===== src/logic/tbaf_defines.vh =====
// constants for the type b atqb / attrib framer
`ifndef TBAF_DEFINES_VH
`define TBAF_DEFINES_VH
// command and response codes
`define TBAF_CMD_REQ 8'h05
`define TBAF_CMD_ATTR 8'h1d
`define TBAF_RSP_ATQB 8'h50
// protocol info bytes
`define TBAF_PI1 8'h91
`define TBAF_PI2_FSIZE 4'h8
`define TBAF_PI2_PTYPE 4'h1
`define TBAF_PI3_LOW 4'h0
`define TBAF_APP_BYTE 8'h00
// frame lengths in bytes, crc included
`define TBAF_REQ_LEN 4'h5
`define TBAF_ATQB_LEN 4'he
`define TBAF_ATTR_LEN 4'hb
// crc_b preset and reflected polynomial
`define TBAF_CRC_INIT 16'hffff
`define TBAF_CRC_POLY 16'h8408
// register value left after running data plus its own sent crc
`define TBAF_CRC_RESIDUE 16'hf0b8
// reader guard time after a response: 10 etu + 32/fs, in ns (106 kbps)
`define TBAF_GUARD_NS 32'd132145
`define TBAF_CLK_NS 32'd20
`define TBAF_GUARD_CYC ((`TBAF_GUARD_NS + `TBAF_CLK_NS - 32'd1) / `TBAF_CLK_NS)
`endif


===== src/logic/tbaf_fifo.v =====
// small synchronous fifo with valid/ready on both sides
`timescale 1ns/1ns
`default_nettype none
module tbaf_fifo #(
	parameter WIDTH = 8,
	parameter DEPTH = 8,
	parameter AW = 3
) (
	input wire clk_i, // clock
	input wire srst_i, // sync reset
	input wire [WIDTH-1:0] in_data_i, // write data
	input wire in_valid_i, // write request
	output wire in_ready_o, // not full
	output wire [WIDTH-1:0] out_data_o, // read data
	output wire out_valid_o, // not empty
	input wire out_ready_i // read accept
);
	reg [WIDTH-1:0] mem_ff [0:DEPTH-1];
	reg [AW-1:0] wptr_ff;
	reg [AW-1:0] rptr_ff;
	reg [AW:0] cnt_ff;
	wire push;
	wire pop;

	// handshake terms
	assign in_ready_o = (cnt_ff != DEPTH[AW:0]);
	assign out_valid_o = (cnt_ff != {(AW+1){1'b0}});
	assign push = in_valid_i && in_ready_o;
	assign pop = out_valid_o && out_ready_i;
	assign out_data_o = mem_ff[rptr_ff];

	// storage write, no reset needed for data
	always @(posedge clk_i)
	begin
		if (push)
			mem_ff[wptr_ff] <= in_data_i;
	end

	// pointers and fill count
	always @(posedge clk_i)
	begin
		if (srst_i)
		begin
			wptr_ff <= {AW{1'b0}};
			rptr_ff <= {AW{1'b0}};
			cnt_ff <= {(AW+1){1'b0}};
		end
		else
		begin
			if (push)
				wptr_ff <= (wptr_ff == DEPTH[AW-1:0] - 1'b1) ? {AW{1'b0}} : wptr_ff + 1'b1;
			if (pop)
				rptr_ff <= (rptr_ff == DEPTH[AW-1:0] - 1'b1) ? {AW{1'b0}} : rptr_ff + 1'b1;
			if (push && !pop)
				cnt_ff <= cnt_ff + 1'b1;
			else if (pop && !push)
				cnt_ff <= cnt_ff - 1'b1;
		end
	end
endmodule // tbaf_fifo
`default_nettype wire


===== src/logic/tbaf_framer.v =====
// atqb builder and attrib/request parser for a type b proximity tag
`timescale 1ns/1ns
`default_nettype none
`include "tbaf_defines.vh"
// Functional notes
// RL1: request code 0x05 (REQB or WUPB) with good crc triggers one ATQB.
// RL2: ATQB is 0x50, 4-byte id, 4 app bytes, 3 protocol bytes, crc.
// RL3: all four application data bytes are sent as zero.
// RL4: first protocol byte is 0x91, 106/212 kbps, same rate both ways.
// RL5: second protocol byte upper nibble is 1000b, 256-byte frames.
// RL6: second protocol byte lower nibble is 0001b, -4 protocol compliant.
// RL7: reader waits 10 etu plus 32 subcarrier periods after a response.
// RL8: third protocol byte upper nibble is fwi, lower nibble zero.
// RL9: third protocol byte bits 3-2 are 00b, proprietary app data.
// RL10: third protocol byte bits 1-0 are 00b, no nad or cid.
// RL11: a valid ATTRIB moves the tag to the command-processing state.
// RL12: ATTRIB is code, 4-byte id, four parameter bytes, 2-byte crc.
// RL13: ATTRIB code is 0x1d and its id must match our reported id.
// RL14: crc_b is computed over preceding bytes; bad-crc frames are dropped.
// RL15: ATQB bytes go out in field order, crc low then high.
module tbaf_framer #(
	parameter DEPTH = 8, // tx fifo depth
	parameter AW = 3, // tx fifo index width
	parameter GUARD_CYC = `TBAF_GUARD_CYC // reader guard time in cycles
) (
	input wire clk_i, // 50 mhz clock
	input wire srst_i, // sync reset, active high
	input wire [31:0] pupi_i, // card identifier
	input wire [3:0] fwi_i, // frame waiting time integer
	input wire [7:0] rx_data_i, // received byte
	input wire rx_valid_i, // received byte strobe
	input wire rx_end_i, // end of received frame pulse
	output wire [7:0] tx_data_o, // byte to transmit
	output wire tx_valid_o, // byte available
	input wire tx_ready_i, // modulator takes byte
	output reg active_o, // tag in command-processing state
	output reg [31:0] attr_param_o, // param1..4 of last accepted attrib
	output reg attr_ok_o, // one-cycle pulse on accepted attrib
	output reg guard_o // reader guard window running
);
	localparam ST_IDLE = 2'd0;
	localparam ST_SEND = 2'd1;
	reg [1:0] state_ff;
	reg [3:0] rx_cnt_ff;
	reg [3:0] tx_idx_ff;
	reg [15:0] rx_crc_ff;
	reg [15:0] tx_crc_ff;
	reg [7:0] rx_cmd_ff;
	reg [31:0] rx_id_ff;
	reg [31:0] rx_par_ff;
	reg [31:0] pupi_ff;
	reg [3:0] fwi_ff;
	reg [31:0] guard_cnt_ff;
	reg [7:0] nxt_tx_byte;
	wire fifo_in_ready;
	wire fifo_out_valid;
	wire fifo_push;
	wire tx_last;

	// one crc_b byte step, lsb first, reflected polynomial
	function [15:0] tbaf_crc_step;
		input [15:0] crc;
		input [7:0] data;
		integer i;
		reg [15:0] c;
		begin
			c = crc ^ {8'h00, data};
			for (i = 0; i < 8; i = i + 1)
				c = c[0] ? ((c >> 1) ^ `TBAF_CRC_POLY) : (c >> 1);
			tbaf_crc_step = c;
		end
	endfunction

	// ATQB byte selected by index
	always @*
	begin
		case (tx_idx_ff)
			// RL2: response code first
			4'h0: nxt_tx_byte = `TBAF_RSP_ATQB;
			4'h1: nxt_tx_byte = pupi_ff[31:24];
			4'h2: nxt_tx_byte = pupi_ff[23:16];
			4'h3: nxt_tx_byte = pupi_ff[15:8];
			4'h4: nxt_tx_byte = pupi_ff[7:0];
			// RL3: application data zero
			4'h5, 4'h6, 4'h7, 4'h8: nxt_tx_byte = `TBAF_APP_BYTE;
			// RL4: rate byte
			4'h9: nxt_tx_byte = `TBAF_PI1;
			// RL5: frame size nibble
			// RL6: protocol type nibble
			4'ha: nxt_tx_byte = {`TBAF_PI2_FSIZE, `TBAF_PI2_PTYPE};
			// RL8: fwi high, low nibble zero
			// RL9: adc bits zero
			// RL10: frame option bits zero
			4'hb: nxt_tx_byte = {fwi_ff, `TBAF_PI3_LOW};
			// RL15: crc low byte, then high
			4'hc: nxt_tx_byte = ~tx_crc_ff[7:0];
			4'hd: nxt_tx_byte = ~tx_crc_ff[15:8];
			default: nxt_tx_byte = 8'h00;
		endcase
	end

	// fifo decouples the builder from the modulator's byte pace
	assign fifo_push = (state_ff == ST_SEND);
	assign tx_last = (tx_idx_ff == `TBAF_ATQB_LEN - 4'h1);

	tbaf_fifo #(
		.WIDTH(8),
		.DEPTH(DEPTH),
		.AW(AW)
	) u_txq (
		.clk_i(clk_i),
		.srst_i(srst_i),
		.in_data_i(nxt_tx_byte),
		.in_valid_i(fifo_push),
		.in_ready_o(fifo_in_ready),
		.out_data_o(tx_data_o),
		.out_valid_o(fifo_out_valid),
		.out_ready_i(tx_ready_i)
	);
	assign tx_valid_o = fifo_out_valid;

	// -------------------------------------------------
	// receive side: field capture and crc check
	// -------------------------------------------------
	always @(posedge clk_i)
	begin
		if (srst_i)
		begin
			rx_cnt_ff <= 4'h0;
			rx_crc_ff <= `TBAF_CRC_INIT;
			rx_cmd_ff <= 8'h00;
			rx_id_ff <= 32'h0;
			rx_par_ff <= 32'h0;
		end
		else if (rx_end_i)
		begin
			rx_cnt_ff <= 4'h0;
			rx_crc_ff <= `TBAF_CRC_INIT;
		end
		else if (rx_valid_i)
		begin
			// RL14: running crc over all bytes, crc included
			rx_crc_ff <= tbaf_crc_step(rx_crc_ff, rx_data_i);
			if (rx_cnt_ff != 4'hf)
				rx_cnt_ff <= rx_cnt_ff + 4'h1;
			// RL12: code, identifier, four params
			if (rx_cnt_ff == 4'h0)
				rx_cmd_ff <= rx_data_i;
			else if (rx_cnt_ff <= 4'h4)
				rx_id_ff <= {rx_id_ff[23:0], rx_data_i};
			else if (rx_cnt_ff <= 4'h8)
				rx_par_ff <= {rx_par_ff[23:0], rx_data_i};
		end
	end

	// -------------------------------------------------
	// frame decision, transmit sequencing, guard time
	// -------------------------------------------------
	// RL14: fixed residue over data plus sent crc means the frame checked good
	wire crc_good = (rx_crc_ff == `TBAF_CRC_RESIDUE);
	// RL1: request frame recognised while not sending and outside the guard window
	wire req_hit = rx_end_i && crc_good && (rx_cnt_ff == `TBAF_REQ_LEN) &&
		(rx_cmd_ff == `TBAF_CMD_REQ) && (state_ff == ST_IDLE) && !guard_o;
	// RL13: attrib code and identifier match
	wire attr_hit = rx_end_i && crc_good && (rx_cnt_ff == `TBAF_ATTR_LEN) &&
		(rx_cmd_ff == `TBAF_CMD_ATTR) && (rx_id_ff == pupi_ff) && (state_ff == ST_IDLE);

	always @(posedge clk_i)
	begin
		if (srst_i)
		begin
			state_ff <= ST_IDLE;
			tx_idx_ff <= 4'h0;
			tx_crc_ff <= `TBAF_CRC_INIT;
			pupi_ff <= 32'h0;
			fwi_ff <= 4'h0;
			active_o <= 1'b0;
			attr_param_o <= 32'h0;
			attr_ok_o <= 1'b0;
			guard_o <= 1'b0;
			guard_cnt_ff <= 32'h0;
		end
		else
		begin
			attr_ok_o <= 1'b0;
			// identity and fwi are latched while idle with no session open so a frame is consistent
			if (state_ff == ST_IDLE && !active_o)
			begin
				pupi_ff <= pupi_i;
				fwi_ff <= fwi_i;
			end
			// RL7: guard window follows the last byte written into the tx fifo
			if (guard_cnt_ff != 32'h0)
				guard_cnt_ff <= guard_cnt_ff - 32'h1;
			guard_o <= (guard_cnt_ff > 32'h1);
			case (state_ff)
				ST_IDLE:
				begin
					// RL1: answer a request
					if (req_hit)
					begin
						state_ff <= ST_SEND;
						tx_idx_ff <= 4'h0;
						tx_crc_ff <= `TBAF_CRC_INIT;
						active_o <= 1'b0;
					end
					// RL11: accepted attrib enters command state
					else if (attr_hit)
					begin
						active_o <= 1'b1;
						attr_param_o <= rx_par_ff;
						attr_ok_o <= 1'b1;
					end
				end
				ST_SEND:
				begin
					if (fifo_in_ready)
					begin
						// RL14: crc over bytes before the crc field
						if (tx_idx_ff < 4'hc)
							tx_crc_ff <= tbaf_crc_step(tx_crc_ff, nxt_tx_byte);
						tx_idx_ff <= tx_idx_ff + 4'h1;
						if (tx_last)
						begin
							state_ff <= ST_IDLE;
							guard_cnt_ff <= GUARD_CYC;
						end
					end
				end
				default: state_ff <= ST_IDLE;
			endcase
		end
	end
endmodule // tbaf_framer
`default_nettype wire

===== config.mk =====
export PLATFORM = sky130hd
export DESIGN_NAME = tbaf_framer
export DESIGN_NICKNAME = d
export VERILOG_FILES = /design/src/logic/tbaf_fifo.v /design/src/logic/tbaf_framer.v
export VERILOG_INCLUDE_DIRS = /design/src /design/src/logic
export SDC_FILE = /design/constraint.sdc
export NUM_CORES = 1
export LEC_CHECK = 0
export ABC_CLOCK_PERIOD_IN_PS = 4350
export BUFFER_PORTS_ARGS = -buffer_cell sky130_fd_sc_hd__buf_2
export CAP_MARGIN = 5
export CORE_ASPECT_RATIO = 1.25
export CORE_MARGIN = 2
export CORE_UTILIZATION = 45
export DETAILED_ROUTE_END_ITERATION = 12
export GPL_ROUTABILITY_DRIVEN = 0
export HOLD_SLACK_MARGIN = 0.08
export PLACE_DENSITY = 0.58
export SLEW_MARGIN = 20
export SYNTH_ARGS = -nofsm -noshare
export SYNTH_HDL_FRONTEND = slang
export SYNTH_SLANG_ARGS = --single-unit
export TNS_END_PERCENT = 1

===== constraint.sdc =====
create_clock -name clk_i -period 4.35 [get_ports clk_i]
set_input_delay 0.435 -clock clk_i [delete_from_list [all_inputs] [get_ports clk_i]]
set_output_delay 0.435 -clock clk_i [all_outputs]
set_load 0.02 [all_outputs]

==> results.json <==
{
  "grt_pass1_vias": 9090,
  "drc": 0,
  "cts_made_buffers": 30,
  "ys_top_cells_by_area": "dfxtp_1 36%, edfxtp_1 15%, nand2_1 8.2%, a21oi_1 5.1%, xnor2_1 5.0%",
  "grt_max_degree": 114,
  "n_fill_cell": 2608,
  "r2r_slack_ns": 1.22,
  "yosysWarnings": 0,
  "synth_compound_area_share_pct": 9.78,
  "h-tree-depth": 1,
  "fin_ws_ns": 1.22,
  "synth-xor-area-share_pct": 7.32,
  "synth_edf_count": 64,
  "die_area_mm2": 0.0297,
  "die_y_um": 192,
  "seq_area_frac_synth_pct": 51.0,
  "synthAdderAreaFrac_pct": 1.82,
  "cts_tree": "yes",
  "cp-end-kind": "flip-flop",
  "r2r-start": "tx_idx_ff[3]",
  "min_period_over_period_pct": 71.9,
  "path_delay_family": "flip-flops",
  "post_dp_cell_area_mm2": 0.0134,
  "initial_core_util_pct": 46.0,
  "path_class": "reg2reg",
  "min-delay-path-class": "in2reg",
  "antenna_found_initial": 0,
  "final_nets": 1461,
  "finalSetupViolations": 0,
  "min-delay-start": "pupi_i[24]",
  "io_buffer_count": 92,
  "first_pass_iters": 5,
  "yosys.area.top_type_share_pct": 35.9,
  "syn-cell-area_mm2": 0.0128,
  "cts-root-buf": "clkbuf_16",
  "hold_end": "pupi_ff[24]",
  "muxShareOfSynthArea_pct": 7.07,
  "peakVddDrop_mv": 0.370,
  "cellPowerDensity_mw_per_mm2": 481,
  "slowest_stage": "dfxtp_1",
  "cts.sinks": 293,
  "cp.arrival_ns": 3.57,
  "drt-total-wl_um": 29900,
  "fin_total_pwr_mw": 6.92,
  "drtAntennaViolNets": 0,
  "synth-simple-area-share_pct": 19.8,
  "design_area_mm2": 0.0144,
  "relSlewSlack_pct": 21.8,
  "drt_iter0_drc": 543,
  "synthCells": 1340,
  "gr-total-overflow": 0,
  "dp_cells": 1712,
  "r2r.worst_path.cells": 7,
  "cp.buffers_inverters": 0,
  "synth_top_family_by_area": "simple AND/OR/NAND/NOR gates",
  "clock.fmax_mhz": 320,
  "whs_path_depth": 3,
  "worst-path-max-fanout": 28,
  "instances_no_fill": 1766,
  "synth.distinct_cells": 77,
  "grt_use_total_pct": 20.2,
  "pre_cts_ws_ns": 1.32,
  "ios": 93,
  "drive_above_1_share_pct": 14.6,
  "ctsHoldBuffers": 0,
  "holdWs_ns": 0.115,
  "maxSlewViolCount": 0,
  "finClkSkew_ns": 0.0212,
  "vias": 9467,
  "post_cts_buffers": 0,
  "syn_nets": 1407,
  "async_reset_ff_share_pct": 0,
  "cts_resized": 0,
  "antenna_cells": 0,
  "period_minus_slack_ns": 3.13,
  "routedWlPerCell_um": 17.0,
  "synthFlopType": "dfxtp_1",
  "status": "finished clean",
  "avgSynthCellArea_um2": 9.53,
  "ys_seq_elements": 293,
  "clockBufferDepth": 3,
  "path_clk_slew_ns": 0.06,
  "start_kind": "flip-flop",
  "multi_input_area_mm2": 0.00587,
  "num_rows": 68,
  "cap_violations": 0,
  "rsz0062_at_grt": "no",
  "clock_latency_ns": 0.55,
  "area_delta_synth_final_pct": 12.7,
  "tightest_slew_ns": 1.16,
  "finalSetupTns_ns": 0,
  "hold_viol": 0,
  "p_leak_nw": 5.16,
  "synth_top_cell_by_area": "dfxtp_1",
  "fin_util_pct": 51.9,
  "hpwlAfterDp_um": 20500,
  "path_cells": "or2_1, o22ai_1, a21oi_2, mux2i_1, xor3_2, or4b_1, o311a_1",
  "crit_start": "tx_idx_ff[3]",
  "core_area_mm2": 0.0277,
  "seq_area_mm2": 0.00651,
  "grt_pass1_wl_um": 48100,
  "die_w_um": 155,
  "slowest_delay_ns": 0.90,
  "vias_per_cell": 5.36,
  "cp_data_required_time_ns": 4.79,
  "regToRegEndpoint": "tx_crc_ff[8]"
}
==> logic make-up (layout without fill, tap and decap cells) <==
family	after synthesis	after routing
mux	69	69
fa+ha+maj	18	18
flops	293	293
xor+xnor	104	104
buf+inv	97	173
simple gates	544	544
compound gates	215	215
==> layout make-up <==
cell class | instances | area share (%)
flip-flops and latches | 293 | 45.2
multi-input cells | 950 | 40.8
well taps | 350 | 3.04
clock buffers | 38 | 5.72
clock inverters | 16 | 0.905
repair buffers | 104 | 3.87
inverters | 15 | 0.391
==> cell usage in the layout, fill, tap and decap left out, types with 22 or more instances in the layout <==
master     instances
nand2_1          279
a21oi_1          129
edfxtp_1          64
clkbuf_16         31
xnor2_1           73
dfxtp_1          229
nor3_1            27
xor2_1            29
mux2i_1           44
nand3_1           22
buf_2             91
o21ai_0           25
nor2_1           101
==> how the worst max path moves through the flow <==
stage | slack [ns] | cells past startpoint | to
2_1_floorplan | 1.72 | 12 | u_txq.cnt_ff[3]
3_3_place_gp | 1.38 | 7 | tx_crc_ff[8]
3_5_place_dp | 1.32 | 7 | tx_crc_ff[8]
4_1_cts | 1.29 | 7 | tx_crc_ff[8]
5_1_grt | 0.89 | 12 | u_txq.cnt_ff[3]
6_report | 1.22 | 7 | tx_crc_ff[8]
==> synth_stat cells, drive strengths merged (17+ instances only) <==
| master | instances |
|---|---|
| nand2 | 280 |
| dfxtp | 229 |
| a21oi | 131 |
| nor2 | 103 |
| xnor2 | 74 |
| edfxtp | 64 |
| clkbuf | 58 |
| mux2i | 44 |
| nor3 | 32 |
| o21ai | 29 |
| xor2 | 29 |
| buf | 23 |
| nand3 | 22 |
| nand2b | 19 |
| ha | 17 |
==> metal layers <==
metal / global-route usage [%] / up-vias / wire length, um
li1: - / 4745 / -
met1: 26.5 / 4507 / 13300
met2: 35.0 / 172 / 14700
met3: 2.72 / 43 / 1270
met4: 5.70 / 0 / 686
met5: 0 / - / 0
==> worst min-delay path, cell delays in order <==
cell and delay [ns]:
buf_2 0.09, nand2_1 0.04, a21oi_1 0.05
==> where the power goes <==
group | internal (mW) | switching, mW
Clock | 1.44 | 1.03
Combinational | 0.573 | 0.769
Sequential | 2.93 | 0.175
==> sequential cells by signal (all words and copies together), names as in the netlist, 3 cells and up, named ones only <==
register	flops
u_txq.rptr_ff	3
rx_crc_ff	16
tx_idx_ff	4
pupi_ff	32
tx_crc_ff	16
rx_id_ff	32
u_txq.mem_ff	64
rx_cmd_ff	8
attr_param_o	32
fwi_ff	4
rx_cnt_ff	4
rx_par_ff	32
u_txq.cnt_ff	4
guard_cnt_ff	32
u_txq.wptr_ff	3
(Power assumes the default switching activity.)
